### src/pisc_pkg.sv
`default_nettype none
package pisc_pkg;
  // Bus geometry
  localparam int PISC_AW = 12;
  localparam int PISC_DW = 32;
  localparam int PISC_WORDS = 4;

  // Pending-set words, one per group of 32 sources
  localparam logic [11:0] PISC_SET1_OFF = 12'h200;
  localparam logic [11:0] PISC_SET2_OFF = 12'h204;
  localparam logic [11:0] PISC_SET3_OFF = 12'h208;
  localparam logic [11:0] PISC_SET4_OFF = 12'h20c;

  // Pending-clear words
  localparam logic [11:0] PISC_CLR1_OFF = 12'h280;
  localparam logic [11:0] PISC_CLR2_OFF = 12'h284;
  localparam logic [11:0] PISC_CLR3_OFF = 12'h288;
  localparam logic [11:0] PISC_CLR4_OFF = 12'h28c;

  // Read-only pending view and event interrupt registers
  localparam logic [11:0] PISC_VIEW1_OFF = 12'h600;
  localparam logic [11:0] PISC_VIEW2_OFF = 12'h604;
  localparam logic [11:0] PISC_VIEW3_OFF = 12'h608;
  localparam logic [11:0] PISC_VIEW4_OFF = 12'h60c;
  localparam logic [11:0] PISC_EVT_STAT_OFF = 12'h610;
  localparam logic [11:0] PISC_EVT_MASK_OFF = 12'h614;

  // Implemented bits of each set and clear word
  localparam logic [31:0] PISC_SET1_BITS = 32'hffff_f00c;
  localparam logic [31:0] PISC_CLR1_BITS = 32'hffff_500c;
  localparam logic [31:0] PISC_FULL_BITS = 32'hffff_ffff;
  localparam logic [31:0] PISC_WORD4_BITS = 32'h0000_00ff;

  // Values after reset
  localparam logic [31:0] PISC_PEND_RST = 32'h0000_0000;
  localparam logic [3:0] PISC_EVT_RST = 4'h0;
  localparam logic [31:0] PISC_RDATA_RST = 32'h0000_0000;

  // Word index of a set or clear offset, valid only when the offset hits
  function automatic logic [1:0] pisc_word_idx(input logic [11:0] addr);
    pisc_word_idx = addr[3:2];
  endfunction

  // Mask a write word to the bits a given word implements
  function automatic logic [31:0] pisc_pick(input logic hit, input logic [31:0] data,
                                            input logic [31:0] bits);
    pisc_pick = hit ? (data & bits) : 32'h0000_0000;
  endfunction
endpackage
`default_nettype wire

### src/pisc_core.sv
// Contract
// - A write to set word two marks source 32+n pending for each one bit n, zeros do nothing.
// - A write to set word three at 0x208 marks source 64+n pending for each one bit n.
// - Bits 7..0 of set word four at 0x20C set sources 96..103, bits 31..8 are reserved zero.
// - A one in bits 31..16 of clear word one clears sources 16..31, zeros do nothing.
// - Bit 14 of clear word one clears source 14, bit 15 is reserved zero.
// - Bit 12 of clear word one clears source 12, bits 13 and 11..4 are reserved zero.
// - Bits 3..2 of clear word one clear sources 3 and 2, bits 1..0 are reserved zero.
// - A write to clear word two at 0x284 clears source 32+n for each one bit n.
// - A write to clear word three clears source 64+n for each one bit n.
// - Bits 7..0 of clear word four at 0x28C clear sources 96..103, upper bits reserved zero.
// - Set word one at 0x200 sets sources 12..31 from bits 31..12 and sources 2..3 from bits 3..2.
`timescale 1ns/1ps
`default_nettype none
module pisc_core
  import pisc_pkg::*;
(
  // Clock and reset
  input wire logic sys_clk,
  input wire logic reset_n,
  // Register port
  input wire logic [PISC_AW-1:0] reg_addr,
  input wire logic [PISC_DW-1:0] reg_wdata,
  input wire logic reg_wr,
  input wire logic reg_rd,
  output logic [PISC_DW-1:0] reg_rdata,
  // Pending state toward arbitration, sources 0..127, 104 and up always low
  output logic [127:0] pend_flags,
  // Event interrupt
  output logic evt_irq
);

  // Per-word requests and state
  logic [31:0] pend_set_bits [PISC_WORDS];
  logic [31:0] pend_clear_bits [PISC_WORDS];
  logic [31:0] pend_reg [PISC_WORDS];
  logic [31:0] pend_next [PISC_WORDS];
  logic [3:0] evt_stat_reg;
  logic [3:0] evt_stat_next;
  logic [3:0] evt_mask_reg;
  logic [3:0] evt_rise;
  logic [31:0] rdata_reg;
  logic [31:0] rdata_next;
  logic set_hit;
  logic clr_hit;
  logic [1:0] word_idx;

  // Address decode of the set and clear banks
  assign set_hit = reg_wr && (reg_addr[11:4] == PISC_SET1_OFF[11:4]);
  assign clr_hit = reg_wr && (reg_addr[11:4] == PISC_CLR1_OFF[11:4]);
  assign word_idx = pisc_word_idx(reg_addr);

  // Write words masked to the implemented sources of each word
  always_comb begin
    pend_set_bits[0] = pisc_pick(set_hit && word_idx == 2'h0, reg_wdata,
                                 PISC_SET1_BITS);
    pend_set_bits[1] = pisc_pick(set_hit && word_idx == 2'h1, reg_wdata,
                                 PISC_FULL_BITS);
    pend_set_bits[2] = pisc_pick(set_hit && word_idx == 2'h2, reg_wdata,
                                 PISC_FULL_BITS);
    pend_set_bits[3] = pisc_pick(set_hit && word_idx == 2'h3, reg_wdata,
                                 PISC_WORD4_BITS);
    pend_clear_bits[0] = pisc_pick(clr_hit && word_idx == 2'h0, reg_wdata,
                                   PISC_CLR1_BITS);
    pend_clear_bits[1] = pisc_pick(clr_hit && word_idx == 2'h1, reg_wdata,
                                   PISC_FULL_BITS);
    pend_clear_bits[2] = pisc_pick(clr_hit && word_idx == 2'h2, reg_wdata,
                                   PISC_FULL_BITS);
    pend_clear_bits[3] = pisc_pick(clr_hit && word_idx == 2'h3, reg_wdata,
                                   PISC_WORD4_BITS);
  end

  // Next pending state: hold, clear, then set on top so set wins
  always_comb begin
    for (int w = 0; w < PISC_WORDS; w++) begin
      pend_next[w] = (pend_reg[w] & ~pend_clear_bits[w]) | pend_set_bits[w];
      evt_rise[w] = |(pend_set_bits[w] & ~pend_reg[w]);
    end
  end

  // Pending flags
  always_ff @(posedge sys_clk or negedge reset_n) begin
    if (!reset_n) begin
      for (int w = 0; w < PISC_WORDS; w++) begin
        pend_reg[w] <= PISC_PEND_RST;
      end
    end else begin
      for (int w = 0; w < PISC_WORDS; w++) begin
        pend_reg[w] <= pend_next[w];
      end
    end
  end

  assign pend_flags = {pend_reg[3], pend_reg[2], pend_reg[1], pend_reg[0]};

  // Sticky event bits, one per word, write one to clear, new event wins
  always_comb begin
    evt_stat_next = evt_stat_reg;
    if (reg_wr && reg_addr == PISC_EVT_STAT_OFF) begin
      evt_stat_next = evt_stat_reg & ~reg_wdata[3:0];
    end
    evt_stat_next = evt_stat_next | evt_rise;
  end

  always_ff @(posedge sys_clk or negedge reset_n) begin
    if (!reset_n) begin
      evt_stat_reg <= PISC_EVT_RST;
    end else begin
      evt_stat_reg <= evt_stat_next;
    end
  end

  // Event mask
  always_ff @(posedge sys_clk or negedge reset_n) begin
    if (!reset_n) begin
      evt_mask_reg <= PISC_EVT_RST;
    end else if (reg_wr && reg_addr == PISC_EVT_MASK_OFF) begin
      evt_mask_reg <= reg_wdata[3:0];
    end
  end

  assign evt_irq = |(evt_stat_reg & evt_mask_reg);

  // Read mux; set and clear words are write-only and read zero
  always_comb begin
    rdata_next = PISC_RDATA_RST;
    if (reg_rd) begin
      case (reg_addr)
        PISC_VIEW1_OFF: rdata_next = pend_reg[0];
        PISC_VIEW2_OFF: rdata_next = pend_reg[1];
        PISC_VIEW3_OFF: rdata_next = pend_reg[2];
        PISC_VIEW4_OFF: rdata_next = pend_reg[3];
        PISC_EVT_STAT_OFF: rdata_next = {28'h000_0000, evt_stat_reg};
        PISC_EVT_MASK_OFF: rdata_next = {28'h000_0000, evt_mask_reg};
        default: rdata_next = PISC_RDATA_RST;
      endcase
    end
  end

  // Read data stand only in the cycle after the read strobe
  always_ff @(posedge sys_clk or negedge reset_n) begin
    if (!reset_n) begin
      rdata_reg <= PISC_RDATA_RST;
    end else begin
      rdata_reg <= rdata_next;
    end
  end

  assign reg_rdata = rdata_reg;

  // Flattened requests and the addressed view word, used only by the checks below
  logic [127:0] set_all;
  logic [127:0] clr_all;
  logic [31:0] view_word;
  logic view_hit;
  logic evt_stat_hit;
  assign set_all = {pend_set_bits[3], pend_set_bits[2], pend_set_bits[1], pend_set_bits[0]};
  assign clr_all = {pend_clear_bits[3], pend_clear_bits[2], pend_clear_bits[1],
                    pend_clear_bits[0]};
  assign view_word = pend_reg[word_idx];
  assign view_hit = reg_rd && (reg_addr[11:4] == PISC_VIEW1_OFF[11:4]) &&
                    (reg_addr[1:0] == 2'h0);
  assign evt_stat_hit = reg_wr && (reg_addr == PISC_EVT_STAT_OFF);
endmodule // pisc_core
`default_nettype wire

### config.mk
export PLATFORM = sky130hd
export DESIGN_NAME = pisc_core
export DESIGN_NICKNAME = d
export VERILOG_FILES = /design/src/pisc_pkg.sv /design/src/pisc_core.sv
export SDC_FILE = /design/constraint.sdc
export NUM_CORES = 1
export LEC_CHECK = 0
export BUFFER_PORTS_ARGS = -buffer_cell sky130_fd_sc_hd__clkbuf_2
export CAP_MARGIN = 20
export CORE_MARGIN = 2
export CORE_UTILIZATION = 45
export CTS_CLUSTER_SIZE = 12
export DETAILED_ROUTE_END_ITERATION = 8
export GPL_TIMING_DRIVEN = 0
export PLACE_DENSITY = 0.72
export SYNTH_ARGS = -nofsm -noshare
export SYNTH_HDL_FRONTEND = slang
export SYNTH_SLANG_ARGS = --single-unit
### constraint.sdc
create_clock -name sys_clk -period 1.7 [get_ports sys_clk]
set_input_delay 0.085 -clock sys_clk [delete_from_list [all_inputs] [get_ports sys_clk]]
set_output_delay 0.085 -clock sys_clk [all_outputs]
set_load 0.01 [all_outputs]
# Yosys cells after proc, flatten, opt, wreduce, memory -nomap -nowiden
# Index checks and enable logic that the tools add are counted.
word_totals:
  output_inout_bits: 161
  ff_bits: 168
  in_bits: 48
classes:
  bitwise: 24
  reduce_logical: 18
  n_eq_ne: 11
  mux: 11
ops:
  columns: ["operator", "count"]
  rows:
  - ["$and A32 B32 Y32", 7]
  - ["$mux W32", 7]
  - ["$not A32 Y32", 7]
  - ["$pmux W32 S6", 1]
  - ["$reduce_or A32 Y1", 4]
  - ["$or A32 B32 Y32", 3]
  - ["$eq A12 B11 Y1 const B", 6]
  - ["$and A8 B32 Y32", 1]
  - ["$not A8 Y32", 1]
  - ["$or A32 B8 Y32", 1]
  - ["$eq A8 B6 Y1 const B", 2]
  - ["$mux W8", 2]
  - ["$logic_and A1 B1 Y1", 12]
  - ["$and A4 B4 Y4", 2]
  - ["$eq A2 B2 Y1 const B", 2]
  - ["$mux W4", 1]
  - ["$not A4 Y4", 1]
  - ["$or A4 B4 Y4", 1]
  - ["$reduce_or A4 Y1", 1]
  - ["$eq A2 B1 Y1 const B", 1]
  - ["$logic_not A2 Y1", 1]

# Depth between registers and ports, before layout
depth:
  word_depth: 7
  depth_mapped: 7

# Least setup slack after synthesis
# OpenSTA, ideal clock, no wires.
synth_timing:
  kind: "input -> register"
  startpoint: "in reg_addr[4]"
  endpoint: "reg pend_reg (netlist bit pend_flags[2])"
  path_stages: 7
  path_slack_ps: 337
  required_time_ps: 1579
  n_path_buf: 2
  setup_ps: 121
  arrival_time_ps: 1242
  path_cell_list: "buf_4 > nor3_4 > nand4_4 > nor3_2 > buf_4 > nand2_1 > a22o_1"
synth_lines:
  columns: ["element", "line_no", "rtl"]
  rows:
  - ["start, declared", "pisc_core.sv:22", "input wire logic [PISC_AW-1:0] reg_addr,"]
  - ["end signal, assigned by index", "pisc_core.sv:89", "pend_reg[w] <= pend_next[w];"]
  - ["end, declared", "pisc_core.sv:36", "logic [31:0] pend_reg [PISC_WORDS];"]

# Worst setup path in the final report
layout_timing:
  startpoint: "in reg_wdata[1]"
  endpoint: "reg evt_stat_reg[1]"
layout_between:
  elab_chain_cells: 4
  word_cells_on_any_way: 7
  classes_between: "2 x mux; 4 x bitwise; 1 x reduce/logical"
layout_rtl:
  columns: ["element", "line_no", "rtl"]
  rows:
  - ["start, declared", "pisc_core.sv:23", "input wire logic [PISC_DW-1:0] reg_wdata,"]
  - ["$mux W32 or $not A4 Y4 (tied branches)", "pisc_pkg.sv:47, pisc_core.sv:100", null]
  - ["$and A32 B32 Y32 or $and A4 B4 Y4 (tied branches)", "pisc_core.sv:77, pisc_core.sv:100", null]
  - ["$reduce_or A32 Y1 or $mux W4 (tied branches)", "pisc_core.sv:77, pisc_core.sv:99", null]
  - ["$or A4 B4 Y4 *", "pisc_core.sv:102", "evt_stat_next = evt_stat_next | evt_rise;"]
  - ["net evt_stat_next[1]", "pisc_core.sv:39", "logic [3:0] evt_stat_next;"]
  - ["end signal, assigned", "pisc_core.sv:109", "evt_stat_reg <= evt_stat_next;"]
  - ["end, declared", "pisc_core.sv:38", "logic [3:0] evt_stat_reg;"]
# Mark *: on every way through the listed nets, which the timed path passes. The rest lies on a longest branch.
# A chain may end at the register's enable or synchronous reset.

==> results.py <==
metrics = {
    "clock_network": {
        "cts.sinks": 134,
        "tritoncts": "yes",
        "ctsRootBufferMaster": "clkbuf_16",
        "cts_buffers": 17,
        "cts_max_level": 4,
        "clock_path_buffers": 2,
        "clk_latency_ns": 0.43,
        "ctsHoldBuffers": 27,
        "cts_resized": 0,
        "postCtsSetupBuffers": 0,
        "clk_pin_slew_ns": 0.06,
    },
    "die": {
        "ioPinCount": 209,
        "die-area_um2": 16000,
        "rows": 44,
        "design.core.area_um2": 14600,
        "die_y_um": 127,
        "die_w_um": 127,
        "floorplan.initialDensity_pct": 46.4,
    },
    "placement": {
        "dp_slack_ns": -0.0564,
        "portBuffers": 168,
        "hpwl_mm": 17.5,
        "gp_congestion": 0.948,
    },
    "synth": {
        "synth.most_common_cell": "dfrtp_1",
        "avgSynthCellArea_um2": 10.1,
        "synth_edf_count": 0,
        "synth.top_cell.area_share_pct": 49.5,
        "ys_async_sr_fraction_pct": 100,
        "yosysSeqAreaShare_pct": 49.5,
        "netlist_area_um2": 6770,
        "synth.top_cells.by_count": "134 x dfrtp_1, 100 x nand2_1, 92 x a22o_1",
        "synthCells": 670,
        "ys_types": 43,
        "synth-seq-cells": 134,
        "ys_warn_count": 0,
        "synth_largest_area_cell": "dfrtp_1",
        "ys.flop_type": "dfrtp_1",
        "synth_top_cells_by_area": "dfrtp_1 50%, a22o_1 12%, nand2_1 5.5%",
    },
    "critical_path": {
        "cp.required_ns": 2.01,
        "worstPathCellList": "dlygate4sd3_1, clkbuf_2, inv_1, o22ai_1, nor4_1, nand4_1, a21bo_1",
        "critPathSlowestCell": "dlygate4sd3_1",
        "path_buf_inv": 3,
        "path_max_fanout": 7,
        "arrival_ns": 1.89,
        "slowest_delay_ns": 0.54,
        "startpoint_type": "primary input",
        "crit_family": "buffers and inverters",
        "critPathKind": "primary input to flop",
        "cp-end-kind": "flop",
    },
    "sta": {
        "relSlewSlack_pct": 61.9,
        "tightest_slew_ns": 0.572,
        "layout_setup_ws_ns": 0.125,
        "fin_crit_sh_pct": 92.6,
        "skew_ns": 0.00668,
        "rsz0062_at_grt": "no",
        "max_freq_mhz": 635,
        "finalSetupViolCount": 0,
        "fin_setup_tns_ns": 0,
        "fin_crit_ns": 1.58,
        "drv_slew": 0,
        "holdWs_ns": 0.0197,
        "final_hold_viol_count": 0,
    },
    "drt": {
        "avgViaCountPerCell": 5.82,
        "dr.pass1.iters": 8,
        "drcViolationCount": 0,
        "drtAntennaViolNets": 0,
        "wl_per_cell_um": 21.2,
        "vias": 6474,
        "drt-total-wl_mm": 23.6,
        "drtIter0Drc": 687,
    },
    "global_routing": {
        "grt_pass1_vias": 6014,
        "grt_max_degree": 80,
        "antenna_found_initial": 0,
        "grt_pass1_wl_mm": 35.6,
        "grt-ovfl-total": 0,
        "track_usage_pct": 29.4,
    },
    "power": {
        "netSwitchingFraction_pct": 24.3,
        "finalPower_mw": 7.95,
        "combPwrFrac_pct": 8.9,
        "power.internal_mw": 6.02,
        "power_density_nw_per_um2": 894,
        "ir_worst_vdd_mv": 0.690,
        "switching_power_mw": 1.93,
        "total_leakage_power_nw": 4.48,
        "p_seq_share_pct": 41.3,
        "clockPowerShare_pct": 49.8,
    },
    "finish": {
        "drive_gt1_share_pct": 29.7,
        "final_nets": 966,
        "largest_reg_flops": 94,
        "syn_to_final_growth_pct": 31.4,
        "n_antenna_cell": 0,
    },
    "status": {
        "status": "finished clean",
    },
    "job": {
        "max_cap_viol_count": 0,
    },
    "hold_path": {
        "min_path_type": "primary input to flop",
    },
}
-- power groups by stage --
stage	clock network, mW	registers [mW]	logic [mW]
CTS	3.97	3.28	0.700
floorplan	0	3.33	0.329
global placement	0	3.34	0.631
global route	4.12	3.28	0.770
detailed placement	0	3.34	0.648
finish	3.96	3.28	0.710
-- stage by stage --
step           instance area (µm²)  utilization [%]  std cells
5_1_grt                       8900             61.0       1113
2_1_floorplan                 6890                -        703
4_1_cts                       8900             61.0       1113
6_report                      8900             61.0       1113
3_3_place_gp                  7960             54.6       1055
3_5_place_dp                  8000             54.8       1056
-- cell families after synthesis --
group	Yosys count	share of synthesized area, %
DFF	134	49.5
and+or+nand+nor	202	15.1
AOI/OAI and AO/OA	192	21.2
muxes	32	4.86
buffers and inverters	109	9.26
other	1	0.0554
-- layout by cell type (no fill, tap or decap), types with 3 or more instances in the layout --
cell type and count:
dlygate4sd3_1 27, a22oi_1 13, dfrtp_1 134, clkbuf_16 17, inv_1 33, buf_2 9, nor2b_1 3, nand2_1 100
clkbuf_1 17, nand2b_1 6, clkbuf_8 3, inv_6 3, bufinv_16 4, nor4_1 29, mux2i_1 25, clkbuf_2 167
a21bo_1 3, a22o_1 92, nor3_1 3, mux2_2 7, a21oi_1 20, o22ai_1 46, conb_1 34, nand4_1 5
o21ai_0 10, nor2_1 35, buf_6 6, nor2_4 4, buf_4 43
-- cell type report --
class                           instances  area [µm²]
Buffer                                 76         503
Clock buffer                           19         453
Clock inverter                         11         173
Fill cell                            1220        5690
Inverter                               33         124
Multi-Input combinational cell        460        2910
Sequential cell                       134        3350
Tap cell                              184         230
Timing Repair Buffer                  196        1150
-- layer usage --
| metal | routed length [µm] | global-route usage, % | vias up |
|---|---|---|---|
| met5 | 0 | 0 | - |
| met4 | 611 | 11.1 | 0 |
| met3 | 2310 | 5.31 | 56 |
| met2 | 10700 | 43.6 | 430 |
| met1 | 10000 | 43.0 | 3112 |
| li1 | - | - | 2876 |
-- final timing paths --
kind | startpoint | endpoint | slack, ns | depth (start not counted)
max in group asynchronous | reset_n | reg_rdata[26]$_DFF_PN0_ | 0.77 | 3
setup reg to reg | pend_flags[58]$_DFF_PN0_ | evt_stat_reg[1]$_DFF_PN0_ | 0.20 | 4
min in group asynchronous | reset_n | reg_rdata[1]$_DFF_PN0_ | 0.18 | 2
setup / recovery | reg_wdata[1] | evt_stat_reg[1]$_DFF_PN0_ | 0.12 | 7
hold reg to reg | evt_mask_reg[1]$_DFFE_PN0P_ | evt_mask_reg[1]$_DFFE_PN0P_ | 0.51 | 2
hold / removal | reg_wdata[21] | pend_flags[21]$_DFF_PN0_ | 0.02 | 2
-- worst register-to-register path, stage by stage, from the launching register on --
cell and delay [ns]:
dfrtp_1 0.46, o22ai_1 0.18, nor4_1 0.32, nand4_1 0.20
a21bo_1 0.23
Note: power is estimated with default switching activity, not from simulation.
